===== src/include/spds_pkg.sv =====
// Constants and types for the single pin debug session controller.
// Assumes a 200 MHz system clock; all users refer to names by package scope.
package spds_pkg;

  // ==========================================================
  // Timing
  localparam int unsigned CLK_PERIOD_PS = 5000;
  localparam int unsigned GPIO_HOLD_US = 8800;
  localparam int unsigned GPIO_HOLD_CYC = (GPIO_HOLD_US * 1000000 + CLK_PERIOD_PS - 1)
    / CLK_PERIOD_PS;
  localparam int unsigned START_TIMEOUT_TICKS = 65536;
  localparam int unsigned ACCESS_TIMEOUT_TICKS = 65536;
  localparam int unsigned SYNC_MIN_LEN = 16;

  // ==========================================================
  // Reset pin function select encodings
  localparam logic [1:0] PINSEL_GPIO = 2'h0;
  localparam logic [1:0] PINSEL_DEBUG = 2'h1;

  // ==========================================================
  // Interface clock selection
  localparam logic [1:0] CLKSEL_DEFAULT = 2'h3;

  // ==========================================================
  // Guard idle bit count reset value
  localparam logic [2:0] GUARD_RESET = 3'h0;

  // ==========================================================
  // Session states, Gray along off, drive low, wait sync, active, error
  typedef enum logic [2:0] {
    SPDS_OFF = 3'b000,
    SPDS_DRIVE_LOW = 3'b001,
    SPDS_WAIT_SYNC = 3'b011,
    SPDS_ACTIVE = 3'b010,
    SPDS_ERROR = 3'b110,
    SPDS_HV_HOLD = 3'b100
  } spds_state_e;

  // ==========================================================
  // Error signature field codes
  typedef enum logic [2:0] {
    SPDS_SIG_NONE = 3'h0,
    SPDS_SIG_PARITY = 3'h1,
    SPDS_SIG_FRAME = 3'h2,
    SPDS_SIG_ACCESS_TO = 3'h3,
    SPDS_SIG_CONTENTION = 3'h4
  } spds_sig_e;

endpackage

===== src/core/spds_session.sv =====
// Session control for a single pin debug port: enable, self disable, errors, guard time.
// Assumes baud measurement, frame shifting and bus access are done by neighbouring logic.
//
// Function
// - First instruction accepted without extra sync
// - High voltage pulse forces pin to debug
// - Pulse edge resets port; low pin resumes
// - Only power-on reset ends high voltage mode
// - GPIO driver off 8.8ms after system reset; 32-bit GPIO_HOLD_CYC works out to 42014 cycles, about 210 us
// - Self disable after 65536 ticks without sync
// - Self disable on too long/short sync
// - Self disable drops all power requests
// - Disable write: system reset, clear settings
// - Detect errors, record signature
// - Error state ignores everything except break
// - Guard idle bits before first response
// - Guard is minimum; time-out bounds wait
// - Two guard bits recommended, debugger one
// - Each instruction is one synced byte
// - Direct load waits for its address
// - Sync 0x55 sets the baud rate
// - Break resets state, clock select default
// - Hold line low until clock stable
`timescale 1ns/1ps
module spds_session #(
  parameter int unsigned GPIO_HOLD_CYC = spds_pkg::GPIO_HOLD_CYC,
  parameter int unsigned START_TIMEOUT = spds_pkg::START_TIMEOUT_TICKS,
  parameter int unsigned ACCESS_TIMEOUT = spds_pkg::ACCESS_TIMEOUT_TICKS,
  parameter int unsigned SYNC_MIN = spds_pkg::SYNC_MIN_LEN,
  parameter int unsigned SYNC_LEN_W = 16
) (
  // Clock and power-on reset
  input wire logic clk_sys,
  input wire logic arst_n,
  // Pin side, asynchronous
  input wire logic pin_in,
  input wire logic hv_detect,
  output logic pin_out,
  output logic pin_oe,
  // Configuration and system
  input wire logic [1:0] reset_pin_function_select,
  input wire logic sys_reset_in,
  input wire logic clk_ready,
  input wire logic iface_tick,
  output logic clk_req,
  output logic sys_reset_req,
  output logic pin_is_debug,
  output logic gpio_oe_allow,
  // Frame layer events
  input wire logic sync_done,
  input wire logic sync_ovf,
  input wire logic [SYNC_LEN_W-1:0] sync_len,
  input wire logic break_det,
  input wire logic parity_err,
  input wire logic frame_err,
  input wire logic contention_err,
  input wire logic instr_valid,
  input wire logic instr_is_direct_load,
  input wire logic addr_done,
  input wire logic bit_tick,
  // Control space writes and reads
  input wire logic port_disable_bit,
  input wire logic clk_sel_wr,
  input wire logic [1:0] clk_sel_data,
  input wire logic guard_wr,
  input wire logic [2:0] guard_data,
  input wire logic key_nvm_in,
  input wire logic sig_read,
  // Response path
  input wire logic resp_start,
  input wire logic resp_data_ready,
  output logic tx_start,
  output logic bus_rd_req,
  output logic instr_accept,
  // Status
  output logic port_enabled,
  output logic error_state,
  output logic [2:0] error_signature_field,
  output logic [1:0] interface_clock_control,
  output logic [2:0] guard_idle_bit_count,
  output logic nvm_programming_key
);

  localparam int GW = $clog2(GPIO_HOLD_CYC + 1);
  localparam int TW = $clog2(START_TIMEOUT + 1);
  localparam int AW = $clog2(ACCESS_TIMEOUT + 1);

  typedef struct packed {
    spds_pkg::spds_state_e state;
    logic hv_latch;
    logic hv_prev;
    logic pin_prev;
    logic sync_started;
    logic [TW-1:0] to_cnt;
    logic [GW-1:0] gpio_cnt;
    logic gpio_allow;
    logic clk_req;
    logic pin_oe;
    logic pin_debug;
    logic sys_rst_req;
    logic [2:0] err_sig;
    logic [1:0] clk_sel;
    logic [2:0] guard;
    logic key_ok;
    logic instr_acc;
    logic resp_pend;
    logic [2:0] guard_cnt;
    logic [AW-1:0] wait_cnt;
    logic tx_start;
    logic load_pend;
    logic bus_rd;
    logic live;
    logic err;
  } spds_regs_s;

  spds_regs_s q_r;
  spds_regs_s q_nxt;
  logic [1:0] pins_s;
  logic pin_s;
  logic hv_s;

  // ==========================================================
  // Pin synchronisers
  spds_sync2 #(.W(2)) u_sync (
    .clk_sys(clk_sys),
    .arst_n(arst_n),
    .async_in({hv_detect, pin_in}),
    .sync_out(pins_s)
  );
  assign pin_s = pins_s[0];
  assign hv_s = pins_s[1];

  function automatic logic is_live(input spds_pkg::spds_state_e s);
    is_live = (s == spds_pkg::SPDS_ACTIVE) || (s == spds_pkg::SPDS_ERROR);
  endfunction

  // ==========================================================
  // Next state
  always_comb
  begin
    logic pin_fall;
    logic sync_bad;
    pin_fall = q_r.pin_prev && !pin_s;
    sync_bad = sync_ovf || (sync_len < SYNC_LEN_W'(SYNC_MIN));
    q_nxt = q_r;
    q_nxt.hv_prev = hv_s;
    q_nxt.pin_prev = pin_s;
    q_nxt.sys_rst_req = 1'b0;
    q_nxt.instr_acc = 1'b0;
    q_nxt.tx_start = 1'b0;
    q_nxt.bus_rd = 1'b0;
    // GPIO output hold-off after every system reset
    if (sys_reset_in)
      q_nxt.gpio_cnt = GW'(GPIO_HOLD_CYC);
    else if (q_r.gpio_cnt != '0)
      q_nxt.gpio_cnt = q_r.gpio_cnt - GW'(1);
    q_nxt.gpio_allow = (reset_pin_function_select != spds_pkg::PINSEL_GPIO) ||
      (q_nxt.gpio_cnt == '0);
    if (sig_read)
      q_nxt.err_sig = spds_pkg::SPDS_SIG_NONE;
    unique case (q_r.state)
      spds_pkg::SPDS_OFF:
      begin
        if (q_r.pin_debug && pin_fall)
        begin
          q_nxt.state = spds_pkg::SPDS_DRIVE_LOW;
          q_nxt.clk_req = 1'b1;
          q_nxt.pin_oe = 1'b1;
        end
      end
      spds_pkg::SPDS_HV_HOLD:
      begin
        if (!hv_s && !pin_s)
        begin
          q_nxt.state = spds_pkg::SPDS_DRIVE_LOW;
          q_nxt.clk_req = 1'b1;
          q_nxt.pin_oe = 1'b1;
        end
      end
      spds_pkg::SPDS_DRIVE_LOW:
      begin
        if (clk_ready)
        begin
          q_nxt.state = spds_pkg::SPDS_WAIT_SYNC;
          q_nxt.pin_oe = 1'b0;
          q_nxt.to_cnt = '0;
          q_nxt.sync_started = 1'b0;
        end
      end
      spds_pkg::SPDS_WAIT_SYNC:
      begin
        if (pin_fall)
          q_nxt.sync_started = 1'b1;
        else if (!q_r.sync_started && iface_tick)
          q_nxt.to_cnt = q_r.to_cnt + TW'(1);
        if (sync_done && sync_bad)
        begin
          q_nxt.state = spds_pkg::SPDS_OFF;
          q_nxt.clk_req = 1'b0;
        end
        else if (sync_done)
          q_nxt.state = spds_pkg::SPDS_ACTIVE;
        else if (!q_r.sync_started && iface_tick && q_r.to_cnt == TW'(START_TIMEOUT - 1))
        begin
          q_nxt.state = spds_pkg::SPDS_OFF;
          q_nxt.clk_req = 1'b0;
        end
      end
      spds_pkg::SPDS_ACTIVE:
      begin
        if (port_disable_bit)
        begin
          q_nxt.state = spds_pkg::SPDS_OFF;
          q_nxt.sys_rst_req = 1'b1;
          q_nxt.clk_req = 1'b0;
          q_nxt.clk_sel = spds_pkg::CLKSEL_DEFAULT;
          q_nxt.guard = spds_pkg::GUARD_RESET;
          q_nxt.key_ok = 1'b0;
          q_nxt.err_sig = spds_pkg::SPDS_SIG_NONE;
          q_nxt.resp_pend = 1'b0;
          q_nxt.load_pend = 1'b0;
        end
        else if (!break_det)
        begin
          if (parity_err || frame_err || contention_err ||
            (q_r.resp_pend && q_r.wait_cnt == AW'(ACCESS_TIMEOUT)))
          begin
            q_nxt.state = spds_pkg::SPDS_ERROR;
            q_nxt.resp_pend = 1'b0;
            q_nxt.load_pend = 1'b0;
            if (parity_err)
              q_nxt.err_sig = spds_pkg::SPDS_SIG_PARITY;
            else if (frame_err)
              q_nxt.err_sig = spds_pkg::SPDS_SIG_FRAME;
            else if (contention_err)
              q_nxt.err_sig = spds_pkg::SPDS_SIG_CONTENTION;
            else
              q_nxt.err_sig = spds_pkg::SPDS_SIG_ACCESS_TO;
          end
          else
          begin
            if (instr_valid)
            begin
              q_nxt.instr_acc = 1'b1;
              q_nxt.load_pend = q_r.load_pend || instr_is_direct_load;
            end
            if (q_r.load_pend && addr_done)
            begin
              q_nxt.bus_rd = 1'b1;
              q_nxt.load_pend = 1'b0;
            end
            if (clk_sel_wr)
              q_nxt.clk_sel = clk_sel_data;
            if (guard_wr)
              q_nxt.guard = guard_data;
            if (key_nvm_in)
              q_nxt.key_ok = 1'b1;
            if (resp_start)
            begin
              q_nxt.resp_pend = 1'b1;
              q_nxt.guard_cnt = q_r.guard;
              q_nxt.wait_cnt = '0;
            end
            else if (q_r.resp_pend)
            begin
              if (bit_tick && q_r.guard_cnt != 3'h0)
                q_nxt.guard_cnt = q_r.guard_cnt - 3'h1;
              if (iface_tick)
                q_nxt.wait_cnt = q_r.wait_cnt + AW'(1);
              if (q_r.guard_cnt == 3'h0 && resp_data_ready)
              begin
                q_nxt.tx_start = 1'b1;
                q_nxt.resp_pend = 1'b0;
              end
            end
          end
        end
      end
      spds_pkg::SPDS_ERROR:
      begin
        q_nxt.state = spds_pkg::SPDS_ERROR;
      end
      default:
      begin
        q_nxt.state = spds_pkg::SPDS_OFF;
        q_nxt.clk_req = 1'b0;
        q_nxt.pin_oe = 1'b0;
      end
    endcase
    // Break recovers a live session to defaults, keeping the signature
    if (is_live(q_r.state) && break_det && !port_disable_bit)
    begin
      q_nxt.state = spds_pkg::SPDS_ACTIVE;
      q_nxt.clk_sel = spds_pkg::CLKSEL_DEFAULT;
      q_nxt.guard = spds_pkg::GUARD_RESET;
      q_nxt.resp_pend = 1'b0;
      q_nxt.load_pend = 1'b0;
      q_nxt.instr_acc = 1'b0;
    end
    // Rising high voltage edge resets the port and latches the pin function
    if (hv_s && !q_r.hv_prev)
    begin
      q_nxt.state = spds_pkg::SPDS_HV_HOLD;
      q_nxt.hv_latch = 1'b1;
      q_nxt.clk_req = 1'b0;
      q_nxt.pin_oe = 1'b0;
      q_nxt.key_ok = 1'b0;
      q_nxt.clk_sel = spds_pkg::CLKSEL_DEFAULT;
      q_nxt.guard = spds_pkg::GUARD_RESET;
      q_nxt.resp_pend = 1'b0;
      q_nxt.load_pend = 1'b0;
      q_nxt.instr_acc = 1'b0;
      q_nxt.tx_start = 1'b0;
      q_nxt.bus_rd = 1'b0;
    end
    q_nxt.pin_debug = q_nxt.hv_latch ||
      (reset_pin_function_select == spds_pkg::PINSEL_DEBUG);
    // Status decoded ahead so the outputs leave a flop
    q_nxt.live = is_live(q_nxt.state);
    q_nxt.err = (q_nxt.state == spds_pkg::SPDS_ERROR);
    if (sig_read && q_nxt.err_sig == spds_pkg::SPDS_SIG_NONE && q_r.state == q_nxt.state)
      q_nxt.err_sig = spds_pkg::SPDS_SIG_NONE;
  end

  always_ff @(posedge clk_sys or negedge arst_n)
  begin
    if (!arst_n)
    begin
      q_r <= '0;
      q_r.state <= spds_pkg::SPDS_OFF;
      q_r.pin_prev <= 1'b0;
      q_r.gpio_cnt <= GW'(GPIO_HOLD_CYC);
      q_r.clk_sel <= spds_pkg::CLKSEL_DEFAULT;
      q_r.guard <= spds_pkg::GUARD_RESET;
    end
    else
      q_r <= q_nxt;
  end

  // ==========================================================
  // Outputs
  assign pin_out = 1'b0;
  assign pin_oe = q_r.pin_oe;
  assign clk_req = q_r.clk_req;
  assign sys_reset_req = q_r.sys_rst_req;
  assign pin_is_debug = q_r.pin_debug;
  assign gpio_oe_allow = q_r.gpio_allow;
  assign tx_start = q_r.tx_start;
  assign bus_rd_req = q_r.bus_rd;
  assign instr_accept = q_r.instr_acc;
  assign port_enabled = q_r.live;
  assign error_state = q_r.err;
  assign error_signature_field = q_r.err_sig;
  assign interface_clock_control = q_r.clk_sel;
  assign guard_idle_bit_count = q_r.guard;
  assign nvm_programming_key = q_r.key_ok;

  // ==========================================================
  // Checks
  property p_hv_sticky;
    @(posedge clk_sys) disable iff (!arst_n)
    q_r.hv_latch |=> q_r.hv_latch && q_r.pin_debug;
  endproperty
  a_hv_sticky: assert property (p_hv_sticky) else $error("hv pin function lost");

  property p_drive_low;
    @(posedge clk_sys) disable iff (!arst_n)
    (q_r.state == spds_pkg::SPDS_DRIVE_LOW) == (q_r.pin_oe && q_r.clk_req);
  endproperty
  a_drive_low: assert property (p_drive_low) else $error("line drive mismatch");

  property p_timeout;
    @(posedge clk_sys) disable iff (!arst_n)
    (q_r.state == spds_pkg::SPDS_WAIT_SYNC) && !q_r.sync_started && iface_tick &&
      !sync_done && !hv_s && (q_r.to_cnt == TW'(START_TIMEOUT - 1))
      |=> (q_r.state == spds_pkg::SPDS_OFF) && !q_r.clk_req;
  endproperty
  a_timeout: assert property (p_timeout) else $error("start timeout missed");

  property p_bad_sync;
    @(posedge clk_sys) disable iff (!arst_n)
    (q_r.state == spds_pkg::SPDS_WAIT_SYNC) && sync_done && !hv_s &&
      (sync_ovf || (sync_len < SYNC_LEN_W'(SYNC_MIN)))
      |=> (q_r.state == spds_pkg::SPDS_OFF) && !q_r.clk_req;
  endproperty
  a_bad_sync: assert property (p_bad_sync) else $error("bad sync kept port on");

  property p_good_sync;
    @(posedge clk_sys) disable iff (!arst_n)
    (q_r.state == spds_pkg::SPDS_WAIT_SYNC) && sync_done && !sync_ovf &&
      (sync_len >= SYNC_LEN_W'(SYNC_MIN)) && !hv_s |=> port_enabled;
  endproperty
  a_good_sync: assert property (p_good_sync) else $error("good sync not enabled");

  property p_disable;
    @(posedge clk_sys) disable iff (!arst_n)
    (q_r.state == spds_pkg::SPDS_ACTIVE) && port_disable_bit && !hv_s
      |=> sys_reset_req && !clk_req && !nvm_programming_key &&
      (interface_clock_control == spds_pkg::CLKSEL_DEFAULT) ##1 !sys_reset_req;
  endproperty
  a_disable: assert property (p_disable) else $error("disable write incomplete");

  property p_err_enter;
    @(posedge clk_sys) disable iff (!arst_n)
    (q_r.state == spds_pkg::SPDS_ACTIVE) && parity_err && !port_disable_bit &&
      !break_det && !hv_s |=> error_state &&
      (error_signature_field == spds_pkg::SPDS_SIG_PARITY);
  endproperty
  a_err_enter: assert property (p_err_enter) else $error("parity not recorded");

  property p_err_ignore;
    @(posedge clk_sys) disable iff (!arst_n)
    error_state && !break_det |=> !instr_accept && !tx_start && !bus_rd_req;
  endproperty
  a_err_ignore: assert property (p_err_ignore) else $error("error state answered");

  property p_break;
    @(posedge clk_sys) disable iff (!arst_n)
    port_enabled && break_det && !port_disable_bit && !hv_s
      |=> (interface_clock_control == spds_pkg::CLKSEL_DEFAULT) && !error_state;
  endproperty
  a_break: assert property (p_break) else $error("break did not reset");

  property p_gpio;
    @(posedge clk_sys) disable iff (!arst_n)
    sys_reset_in && (reset_pin_function_select == spds_pkg::PINSEL_GPIO)
      |=> !gpio_oe_allow;
  endproperty
  a_gpio: assert property (p_gpio) else $error("gpio driver enabled early");

  property p_guard;
    @(posedge clk_sys) disable iff (!arst_n)
    tx_start |-> $past(q_r.guard_cnt) == 3'h0 && $past(q_r.resp_pend);
  endproperty
  a_guard: assert property (p_guard) else $error("tx before guard bits");

endmodule


===== src/core/spds_sync2.sv =====
// Two flop synchroniser for asynchronous pin levels.
// Assumes inputs arrive from outside the clk_sys domain.
`timescale 1ns/1ps
module spds_sync2 #(
  parameter int W = 2
) (
  // Clock and reset
  input wire logic clk_sys,
  input wire logic arst_n,
  // Data
  input wire logic [W-1:0] async_in,
  output logic [W-1:0] sync_out
);

  logic [W-1:0] meta_r;

  always_ff @(posedge clk_sys or negedge arst_n)
  begin
    if (!arst_n)
    begin
      meta_r <= '0;
      sync_out <= '0;
    end
    else
    begin
      meta_r <= async_in;
      sync_out <= meta_r;
    end
  end

endmodule


===== config.mk =====
export PLATFORM = sky130hd
export DESIGN_NAME = spds_session
export DESIGN_NICKNAME = d
export VERILOG_FILES = /design/src/include/spds_pkg.sv /design/src/core/spds_session.sv /design/src/core/spds_sync2.sv
export SDC_FILE = /design/constraint.sdc
export NUM_CORES = 1
export LEC_CHECK = 0
export ABC_AREA = 1
export BUFFER_PORTS_ARGS = -buffer_cell sky130_fd_sc_hd__buf_4
export CAP_MARGIN = 0
export CORE_ASPECT_RATIO = 0.9
export CORE_MARGIN = 1.5
export CORE_UTILIZATION = 53
export CTS_CLUSTER_DIAMETER = 80
export DETAILED_ROUTE_END_ITERATION = 6
export GPL_TIMING_DRIVEN = 0
export PLACE_DENSITY_LB_ADDON = 0.15
export SETUP_SLACK_MARGIN = 0.5
export SYNTH_ARGS = -nofsm -noshare
export SYNTH_HDL_FRONTEND = slang
export SYNTH_SLANG_ARGS = --single-unit
export TNS_END_PERCENT = 30

===== constraint.sdc =====
create_clock -name clk_sys -period 1.9 [get_ports clk_sys]
set_clock_uncertainty 0.05 [all_clocks]
set_input_delay 0.285 -clock clk_sys [delete_from_list [all_inputs] [get_ports clk_sys]]
set_output_delay 0.285 -clock clk_sys [all_outputs]
set_load 0.005 [all_outputs]

After elaboration in Yosys (flattened, before gate mapping)
Index checks and enable logic that the tools add are counted.

storage, ports and cells
  bits in registers = 85
  input bits = 47
  output and inout bits = 20
  word-level logic and storage cells = 188

cells by class
  add/sub/neg operators = 4
  order comparisons = 1
  equal/unequal tests = 27
  multiplexer cells = 67
  bitwise gates (word level) = 3
  reduce and logical (&&, ||, !) cells = 59

operators by type and width
  operator               number
  $mux 21                3
  $mux 3                 19
  $mux 17                3
  $pmux 18 s2            1
  $mux 35                1
  $add 17x1->17 const B  2
  $mux 34                1
  $mux 16                2
  $mux 22                1
  $mux 1                 21
  $reduce_and 4->1       5
  $mux 18                1
  $pmux 3 s6             1
  $reduce_and 6->1       3
  $eq 17x16->1 const B   1
  $eq 17x17->1 const B   1
  $logic_not 16->1       1
  $lt 16x5->1 const B    1
  $reduce_bool 16->1     1
  $sub 16x1->16 const B  1
  $logic_and 1x1->1      15
  $mux 2                 6
  $reduce_bool 2->1      6
  $eq 3x2->1 const B     3
  other kinds (31)       61

Logic depth before layout (Yosys ltp)
Gate-level depths: netlist (run 1).

  depth in word-level cells = 13
  depth in mapped cells = 13
  depth with buffers taken out = 13

Modules after synthesis
A second synthesis (run 1) with hierarchy kept.

unflattened totals
  cells, all modules = 694
  area, all modules = 5039.8 um2

by module, submodules not included
  module        times used  cells each  area an instance (um2)  seq. area each (um2)
  spds_session  1           690         4939.7                  2038.2
  spds_sync2    1           4           100.1                   100.1

Worst setup path after synthesis (run 1)
OpenSTA, ideal clock, no wires.

  path kind = flip-flop to flip-flop
  start = reg, netlist name q_r[64]
  end = reg q_r, in the netlist pin_oe
  library setup time = 0.127 ns
  arrival time = 1.776 ns
  required time = 1.723 ns
  path slack = -0.052 ns
  cell stages (with the launch flop) = 12
  path buffers = 0
  clock period less this slack = 1.952 ns
  cell sequence = dfrtp_1 nand2_1 nor2_1 nand3_1 nor3_1 ha_1 and3_1 nor3_1 nor4_1 nor2_1 nand2_1 o21ai_0

RTL lines
  item                  RTL line             RTL
  to (signal assigned)  spds_session.sv:337  q_r <= q_nxt;
  to (decl)             spds_session.sv:116  spds_regs_s q_r;

==> impl_metrics.ini, run 1 <==
[status]
status = complete, but fails checks
violations = negative setup slack

[sta]
maxSlewHeadroom_pct = 29.0
slew_violations = 0
fmax_mhz = 459
tns_ns = -1.11
setup_slack_ns = -0.279
fin_crit_sh_pct = 115
hold_viol = 0
worst_pin_slew_ns = 1.07
period_needed_ns = 2.18
finalSetupViolCount = 5
rsz0062_at_grt = true

[clock_tree]
cts_made_buffers = 9
clock_sinks = 85
clk_latency_ns = 0.37
cts_root_buffer = clkbuf_8
cts.path.max_buffers = 2
clkTransAtPathRegs_ns = 0.10
htree_levels = 3
cts_tree = built

[floorplanning]
die_w_microns = 106
num_rows = 33
dieArea_sq_um = 10100
start_util_pct = 55.0
ios = 67
die_h_microns = 95.7
core-area_sq_um = 9210

[layout]
fin_cells = 954
antennaDiodeCount = 0
drive_gt1_share_pct = 42.1
finalNetCount = 882
area_growth_pct = 44.7
fillers = 540
fin_util_pct = 79.6

[placement]
dp_hpwl_microns = 8760
place_inst = 886
port_buffers = 60
gp_congestion = 0.966
place_ws_ns = -0.207

[global_routing]
grt_pass1_vias = 5064
globalRouteTotalUtil_pct = 28.6
overflow = 0
antenna_found_initial = 0
grt_max_degree = 86
grt_pass1_wl_microns = 23000

[drt]
wirelength_microns = 15400
drtIter0Drc = 409
post_drt_via_cell_ratio = 5.63
post_drt_wl_per_cell_microns = 16.2
first_pass_iters = 5
dr_total_vias = 5371
postRouteAntennaNets = 0
drc = 0

[synthesis]
syn-instance-count = 704
synth_edf_count = 0
yosysWarnings = 0
yosys_register_bits = 85
synthArstFlopShare_pct = 100
ys.flop_type = dfrtp_1
yosys.area.top_type = dfrtp_1
synth.top_cells.by_count = nand2_1 (188), nor2_1 (97), inv_1 (89), dfrtp_1 (76), nand3_1 (49)
syn_area_per_cell_sq_um = 7.19
yosysSeqAreaShare_pct = 42.2
synthMostInstantiatedCell = nand2_1
synth_area_sq_um = 5060
synth_area_leaders = dfrtp_1 (38%), nand2_1 (14%), nor2_1 (7.2%)
synth_nets = 759
yosysTopAreaCellShare_pct = 37.6
synth.distinct_cells = 38

[power_and_ir_drop]
clockPowerShare_pct = 26.9
comb_power_share_pct = 31.6
power_density_nw_per_um2 = 749
p_sw_share_pct = 35.3
switching_power_uw = 1940
seq_power_share_pct = 41.5
vdd_drop_max_uv = 474
leakage_uw = 0.00344
internal_power_uw = 3550

[critical_path]
critPathMaxFanout = 2
regToRegStartpoint = q_r[57]
end_kind = flip-flop
crit_start = q_r[57]
r2r_slack_ns = -0.28
critPathRequiredTime_ns = 2.10
reg2reg_depth = 12
crit_end = error_state
r2r-end = error_state
arrival_ns = 2.38
critPathKind = reg2reg
cp-start-kind = flip-flop

[hold_path]
min_path_type = in2async

[run]
maxCapViolations = 0
worst min path at each step:
stage / from / end / slack (ns) / cells after the start
after floorplan: arst_n / bus_rd_req / -0.06 / 0
after global placement: u_sync.meta_r[1] / u_sync.sync_out[1] / 0.29 / 0
after detailed placement: u_sync.meta_r[1] / u_sync.sync_out[1] / 0.29 / 0
after CTS: sys_reset_in / q_r[52] / 0.05 / 2
after global routing: sys_reset_in / q_r[52] / 0.06 / 2
final: arst_n / q_r[53] / 0.04 / 1
cells in the final DEF, fill, tap and decap left out, drive strengths merged, types with 10 or more instances in the layout:
| cell | count |
|---|---|
| nor2 | 105 |
| dfrtp | 76 |
| nand4 | 24 |
| nor3 | 26 |
| clkbuf | 14 |
| xor2 | 14 |
| o21ai | 40 |
| a21oi | 13 |
| nand3b | 10 |
| buf | 125 |
| inv | 92 |
| nand3 | 49 |
| nand2 | 194 |
final cells by class:
type / instances / area, sq um / area share, %
Sequential cell: 85 / 2150 / 29.3
Multi-Input combinational cell: 505 / 3270 / 44.7
Clock buffer: 10 / 128 / 1.74
Buffer: 19 / 190 / 2.60
Inverter: 95 / 394 / 5.38
Timing Repair Buffer: 112 / 945 / 12.9
Clock inverter: 6 / 95.1 / 1.30
Tap cell: 122 / 153 / 2.08
stage by stage:
step           hold slack [ns]  total power (uW)  area [sq um]
6_report                0.0387              5490          7330
3_5_place_dp             0.287              3390          5760
5_1_grt                 0.0615              5750          7330
4_1_cts                 0.0515              5150          6780
2_1_floorplan          -0.0606              3000          5150
3_3_place_gp             0.287              3350          5760
repair_timing:
item / CTS / global route
endpoints found under the setup margin: 74 / 81
gates cloned: 2 / 0
pin swaps: 74 / 82
hold buffers: 2 / 0
hold endpoints to repair: 2 / 0
setup buffers: 31 / 17
gates resized for setup: 158 / 126
state kept, by name, summed over array words and instances, names as in the netlist, 2 cells and up:
name,cells
u_sync.meta_r,2
guard_idle_bit_count,3
interface_clock_control,2
u_sync.sync_out,2
error_signature_field,3
q_r,62
critical path, cell delays in order (launching register included):
cell,delay (ns)
dfrtp_1,0.37
ha_2,0.19
nand2_2,0.07
nor2_2,0.10
nand3_2,0.10
nor3_2,0.15
ha_2,0.20
and3_4,0.18
nor3_2,0.05
nand3b_1,0.20
nand3b_1,0.25
nand3_2,0.12
nor2_1,0.05
layer usage:
| metal | up-vias | share of wire, % | GRT usage, % |
|---|---|---|---|
| met3 | 69 | 5.5 | 5.62 |
| met2 | 220 | 51 | 49.8 |
| met4 | 0 | 4.0 | 11.6 |
| li1 | 2521 | - | - |
| met1 | 2561 | 39 | 35.3 |
| met5 | - | 0 | 0 |
kinds of logic (layout without fill, tap and decap cells):
group	after synthesis	in the layout	share of synthesized area, %
xor gates and xnor gates	14	14	2.42
AOI/OAI and AO/OA	65	65	6.92
and+or+nand+nor	417	417	36.8
adders and majority gates	8	8	1.98
buffers and inverters	114	242	9.54
DFF	85	85	42.2
other	1	1	0.0741
power groups by stage:
| stage | combinational [uW] | sequential [uW] | clock, uW |
|---|---|---|---|
| global placement | 1090 | 2260 | 0 |
| finish | 1730 | 2280 | 1470 |
| floorplan | 761 | 2240 | 0 |
| detailed placement | 1120 | 2270 | 0 |
| CTS | 1400 | 2270 | 1480 |
| global route | 1890 | 2300 | 1560 |
(Power assumes the default switching activity.)
==> run 2, diff against run 1 <==
Settings changed: CORE_UTILIZATION 53 to 54, CTS_BUF_LIST from default to sky130_fd_sc_hd__clkbuf_2.
==> run 2 against run 1 <==
The flow still finishes with violations (negative setup slack). Total power rose by 1.2%. Wire length rose by 16%. Combinational power rose by 25%.
==> impl_metrics.ini, run 2 (synthesis results as in run 1) <==
[status]
status = complete, but fails checks
violations = negative setup slack

[placement]
port_buffers = 60
place_inst = 886
postPlaceCellArea_sq_um = 5760
gp_congestion = 0.946
dp_hpwl_microns = 8860
place_ws_ns = -0.154

[layout]
antennaDiodeCount = 0
area_growth_pct = 54.0
finalNetCount = 931
final_cell_mix = nand2_1 (130), buf_4 (91), inv_1 (73), dfrtp_1 (73), nor2_1 (70)
final_common_cell = nand2_1
largest_reg_flops = 62
drive_gt1_share_pct = 42.8
final_area_sq_um = 7790
largest_register = q_r
fin_cells = 1003
fillers = 466

[clock_tree]
cts_made_buffers = 9
clkTransAtPathRegs_ns = 0.26
clk_latency_ns = 0.58
cts_root_buffer = clkbuf_2
clock_sinks = 85
cts_tree = built
htree_levels = 3
cts.path.max_buffers = 2

[floorplanning]
start_util_pct = 55.5
core-area_sq_um = 9130
die_w_microns = 105
die_h_microns = 94.9
dieArea_sq_um = 9970
num_rows = 33
ios = 67

[drt]
wirelength_microns = 17900
postRouteAntennaNets = 0
post_drt_wl_per_cell_microns = 17.8
drtIter0Drc = 549
dr_total_vias = 5893
first_pass_iters = 6
post_drt_via_cell_ratio = 5.88
drc = 0

[sta]
finalSetupViolCount = 7
slew_violations = 0
hold_viol = 0
maxSlewHeadroom_pct = 47.3
fin_crit_sh_pct = 119
rsz0062_at_grt = true
period_needed_ns = 2.25
worst_pin_slew_ns = 0.791
tns_ns = -1.91
fmax_mhz = 444
setup_slack_ns = -0.354

[global_routing]
antenna_found_initial = 0
grt_pass1_wl_microns = 23900
globalRouteTotalUtil_pct = 30.2
grt_pass1_vias = 5373
overflow = 0
grt_max_degree = 86

[critical_path]
critPathMaxFanout = 2
arrival_ns = 2.70
end_kind = flip-flop
critPathKind = reg2reg
critPathRequiredTime_ns = 2.34
cp-start-kind = flip-flop

[power_and_ir_drop]
clockPowerShare_pct = 20.4
switching_power_uw = 2080
p_sw_share_pct = 37.4
seq_power_share_pct = 40.7
internal_power_uw = 3470
power_density_nw_per_um2 = 712
finalPower_uw = 5550
leakage_uw = 0.00373
vdd_drop_max_uv = 524
comb_power_share_pct = 38.9

[hold_path]
min_path_type = in2reg

[run]
maxCapViolations = 0
run 2: cell count changes in the layout (fill, tap and decap cells not counted), sizes merged:
cell	previous run	this run
clkinvlp	3	2
clkbuf	14	15
buf	125	158
inv	92	91
dlygate4sd3	2	18
clkinv	4	5
run 2: what timing repair did:
action                                  4_1_cts  5_1_grt
cloned                                        2        0
hold buffers                                 18        0
endpoints found under the setup margin       91       95
setup buffers                                53       28
hold endpoints to repair                     95        0
pin swaps                                    88       84
resized for setup                           198      114
run 2: worst max-delay path, stage by stage (launching register included):
cell	delay, ns
dfrtp_1	0.44
ha_2	0.21
nand2_2	0.07
nor2_2	0.10
nand3_2	0.12
nor3_4	0.16
ha_4	0.16
and3_4	0.19
nor3_4	0.05
nand3b_1	0.16
nand3b_1	0.21
buf_4	0.17
nand2_2	0.04
inv_1	0.04
run 2: cell type report:
class	instances	area, sq um	share of cell area [%]
Buffer	19	198	2.54
Clock buffer	11	55.1	0.706
Tap cell	122	153	1.96
Sequential cell	85	2140	27.5
Timing Repair Buffer	161	1460	18.7
Inverter	95	382	4.90
Multi-Input combinational cell	505	3320	42.6
Clock inverter	5	85.1	1.09
run 2: worst paths after layout:
path | start | end | slack [ns] | cells past startpoint
hold / removal | iface_tick | q_r[73] | 0.02 | 3
hold reg to reg | u_sync.meta_r[1] | u_sync.sync_out[1] | 0.34 | 0
setup reg to reg | q_r[57] | q_r[79] | -0.35 | 13
max in group asynchronous | arst_n | q_r[7] | 0.95 | 2
min in group asynchronous | arst_n | q_r[53] | 0.20 | 2
setup / recovery | q_r[57] | q_r[79] | -0.35 | 13
run 2: metal layers:
| metal | track usage, % | up-vias | share of wire (%) |
|---|---|---|---|
| met5 | 0 | - | 0 |
| met4 | 16.9 | 0 | 4.5 |
| met3 | 4.97 | 91 | 7.4 |
| met2 | 55.0 | 340 | 51 |
| met1 | 34.1 | 2850 | 37 |
| li1 | - | 2612 | - |
run 2: per-stage QoR:
step / hold slack (ns) / util [%]
6_report: 0.0246 / 85.4
2_1_floorplan: -0.0606 / -
3_5_place_dp: 0.303 / 63.1
5_1_grt: 0.00707 / 85.4
3_3_place_gp: 0.288 / 63.1
4_1_cts: -0.0129 / 78.3
run 2: power by group through the flow:
stage          clock (uW)  combinational (uW)  sequential [uW]
2_1_floorplan           0                 761             2240
5_1_grt              1210                2300             2280
3_3_place_gp            0                1090             2260
3_5_place_dp            0                1120             2270
6_report             1130                2160             2260
4_1_cts              1120                1690             2220
==> run 3, diff against run 2 <==
Settings changed: ABC_AREA 1 to default, GPL_TIMING_DRIVEN 0 to default.
==> run 3 against run 2 <==
The flow finishes with violations (negative hold slack, negative setup slack). Fmax down 9.5%. Sequential share of layout area up 2.7 points. Global-route usage up 1.1 points. Via count down 19%. Combinational power down 55%. Final cell count down 21%. Wire length down 15%. Non-clock buffer count up 34. Hold slack worse by 0.15 ns. Register-to-register slack worse by 0.24 ns. First-iteration DRC count down 42%. Clock power about the same. Critical endpoint is now q_r[11]. Largest power group unchanged.
==> impl_metrics.ini, run 3 <==
[sta]
fmax_mhz = 402
rsz0062_at_grt = true
fin_crit_sh_pct = 131
slew_violations = 0
setup_slack_ns = -0.590
worst_pin_slew_ns = 0.758
hold_viol = 6
hold_ws_ns = -0.124
period_needed_ns = 2.49
finalSetupViolCount = 62
tns_ns = -18.24
maxSlewHeadroom_pct = 49.5

[synthesis]
synthMostInstantiatedCell = dfrtp_1
yosysSeqAreaShare_pct = 46.4
yosys.area.top_type = dfrtp_1
syn_area_per_cell_sq_um = 9.48
yosysTopAreaCellShare_pct = 41.3
synth_area_leaders = dfrtp_1 (41%), dfstp_2 (5.1%), nor2_1 (4.0%)
syn-instance-count = 486
synth_nets = 541
synth_edf_count = 0
synth_area_sq_um = 4610
ys.flop_type = dfrtp_1
synth.top_cells.by_count = dfrtp_1 (76), nor2_1 (49), nand2_1 (40), a21oi_1 (24), o21ai_0 (23)
yosysWarnings = 0
synth.distinct_cells = 64
synthArstFlopShare_pct = 100
yosys_register_bits = 85

[layout]
largest_reg_flops = 62
final_cell_mix = buf_4 (165), dfrtp_1 (76), nor2_1 (44)
finalNetCount = 742
fillers = 380
area_growth_pct = 54.0
antennaDiodeCount = 0
multiInputGateArea_sq_um = 2790
largest_register = q_r
regArea_sq_um = 2140
fin_cells = 791
drive_gt1_share_pct = 46.1
final_common_cell = buf_4
final_area_sq_um = 7090

[clock_tree]
cts.path.max_buffers = 2
clkTransAtPathRegs_ns = 0.26
htree_levels = 3
cts_tree = built
cts_root_buffer = clkbuf_2
cts_made_buffers = 9
clk_latency_ns = 0.56
clock_sinks = 85
cts_hold_buf = 16

[critical_path]
regToRegStartpoint = q_r[78]
critPathRequiredTime_ns = 2.36
end_kind = flip-flop
reg2reg_depth = 8
arrival_ns = 2.95
critPathMaxFanout = 6
cp-start-kind = flip-flop
r2r-end = q_r[11]
crit_start = q_r[78]
r2r_slack_ns = -0.59
critPathKind = reg2reg

[placement]
place_inst = 736
dp_hpwl_microns = 8660
port_buffers = 61
gp_congestion = 0.919
postPlaceCellArea_sq_um = 5970

[power_and_ir_drop]
finalPower_uw = 4110
power_density_nw_per_um2 = 579
leakage_uw = 0.00323
vdd_drop_max_uv = 501

[global_routing]
globalRouteTotalUtil_pct = 31.3
grt_max_degree = 56
antenna_found_initial = 0
overflow = 0
grt_pass1_vias = 4600
grt_pass1_wl_microns = 22300

[floorplanning]
die_h_microns = 90.6
ios = 67
num_rows = 31
dieArea_sq_um = 9090
core-area_sq_um = 8150
die_w_microns = 100
start_util_pct = 56.5

[drt]
first_pass_iters = 6
post_drt_via_cell_ratio = 6.06
wirelength_microns = 15100
postRouteAntennaNets = 0
dr_total_vias = 4790
drtIter0Drc = 317
drc = 0
post_drt_wl_per_cell_microns = 19.1

[run]
maxCapViolations = 0

[hold_path]
holdPathStages = 2
min_path_type = in2reg
min_delay_worst_endpoint = q_r[41]
holdCritStartpoint = sys_reset_in

[status]
violations = negative hold slack, negative setup slack
status = complete, but fails checks
run 3: report_power, final:
group	switching [uW]	leakage, uW	internal, uW
Clock	668	0.0000865	452
Sequential	92.7	0.00110	1920
Combinational	471	0.00205	502
run 3: worst max-delay path, cell delays in order, from the launching register on:
cell and delay, ns:
dfrtp_1 0.45, or3b_4 0.40, or3_4 0.42, a2111oi_4 0.33, buf_6 0.19, buf_12 0.14, nand2_8 0.08, nor4_4 0.26
a21o_1 0.11
run 3: per-stage QoR:
step | utilization, % | worst slack [ns]
2_1_floorplan | - | -0.547
3_3_place_gp | 73.3 | -0.503
3_5_place_dp | 73.3 | -0.622
4_1_cts | 82.6 | -0.606
5_1_grt | 87.1 | -0.678
6_report | 87.1 | -0.590
run 3: worst max path at each step:
| stage | to | slack [ns] | depth (start not counted) |
|---|---|---|---|
| floorplan | q_r[11] | -0.55 | 8 |
| global placement | gpio_oe_allow | -0.50 | 8 |
| detailed placement | gpio_oe_allow | -0.62 | 8 |
| CTS | gpio_oe_allow | -0.61 | 8 |
| global route | gpio_oe_allow | -0.68 | 9 |
| finish | q_r[11] | -0.59 | 8 |
run 3: final cells by class:
cell class / instances / area share, %
Multi-Input combinational cell: 358 / 39.4
Inverter: 19 / 1.01
Clock buffer: 11 / 0.776
Sequential cell: 85 / 30.1
Timing Repair Buffer: 214 / 25.8
Clock inverter: 5 / 1.16
Tap cell: 99 / 1.75
run 3: cells by family (layout without fill, tap and decap cells):
kind of cell	Yosys count	after routing	synth area share, %
compound gates	89	89	12.7
mux	9	9	1.96
fa+ha+maj	8	8	2.17
buf+inv	43	249	4.84
other cells	1	1	0.0814
simple gates	224	224	26.7
flops	85	85	46.4
xor+xnor	27	27	5.13
run 3: repair_timing:
action / 4_1_cts / 5_1_grt
pin swaps: 50 / 41
endpoints found under the setup margin: 95 / 95
cloned: 2 / 0
resized for setup: 88 / 55
buffers inserted: 8 / 13
hold endpoints to repair: 97 / 6
run 3: metal layers:
metal / track usage, % / vias up / part of all wire (%)
met2: 53.2 / 279 / 49
met3: 5.73 / 67 / 7.5
met5: 0 / - / 0
li1: - / 2134 / -
met4: 10.1 / 0 / 4.0
met1: 40.3 / 2310 / 39
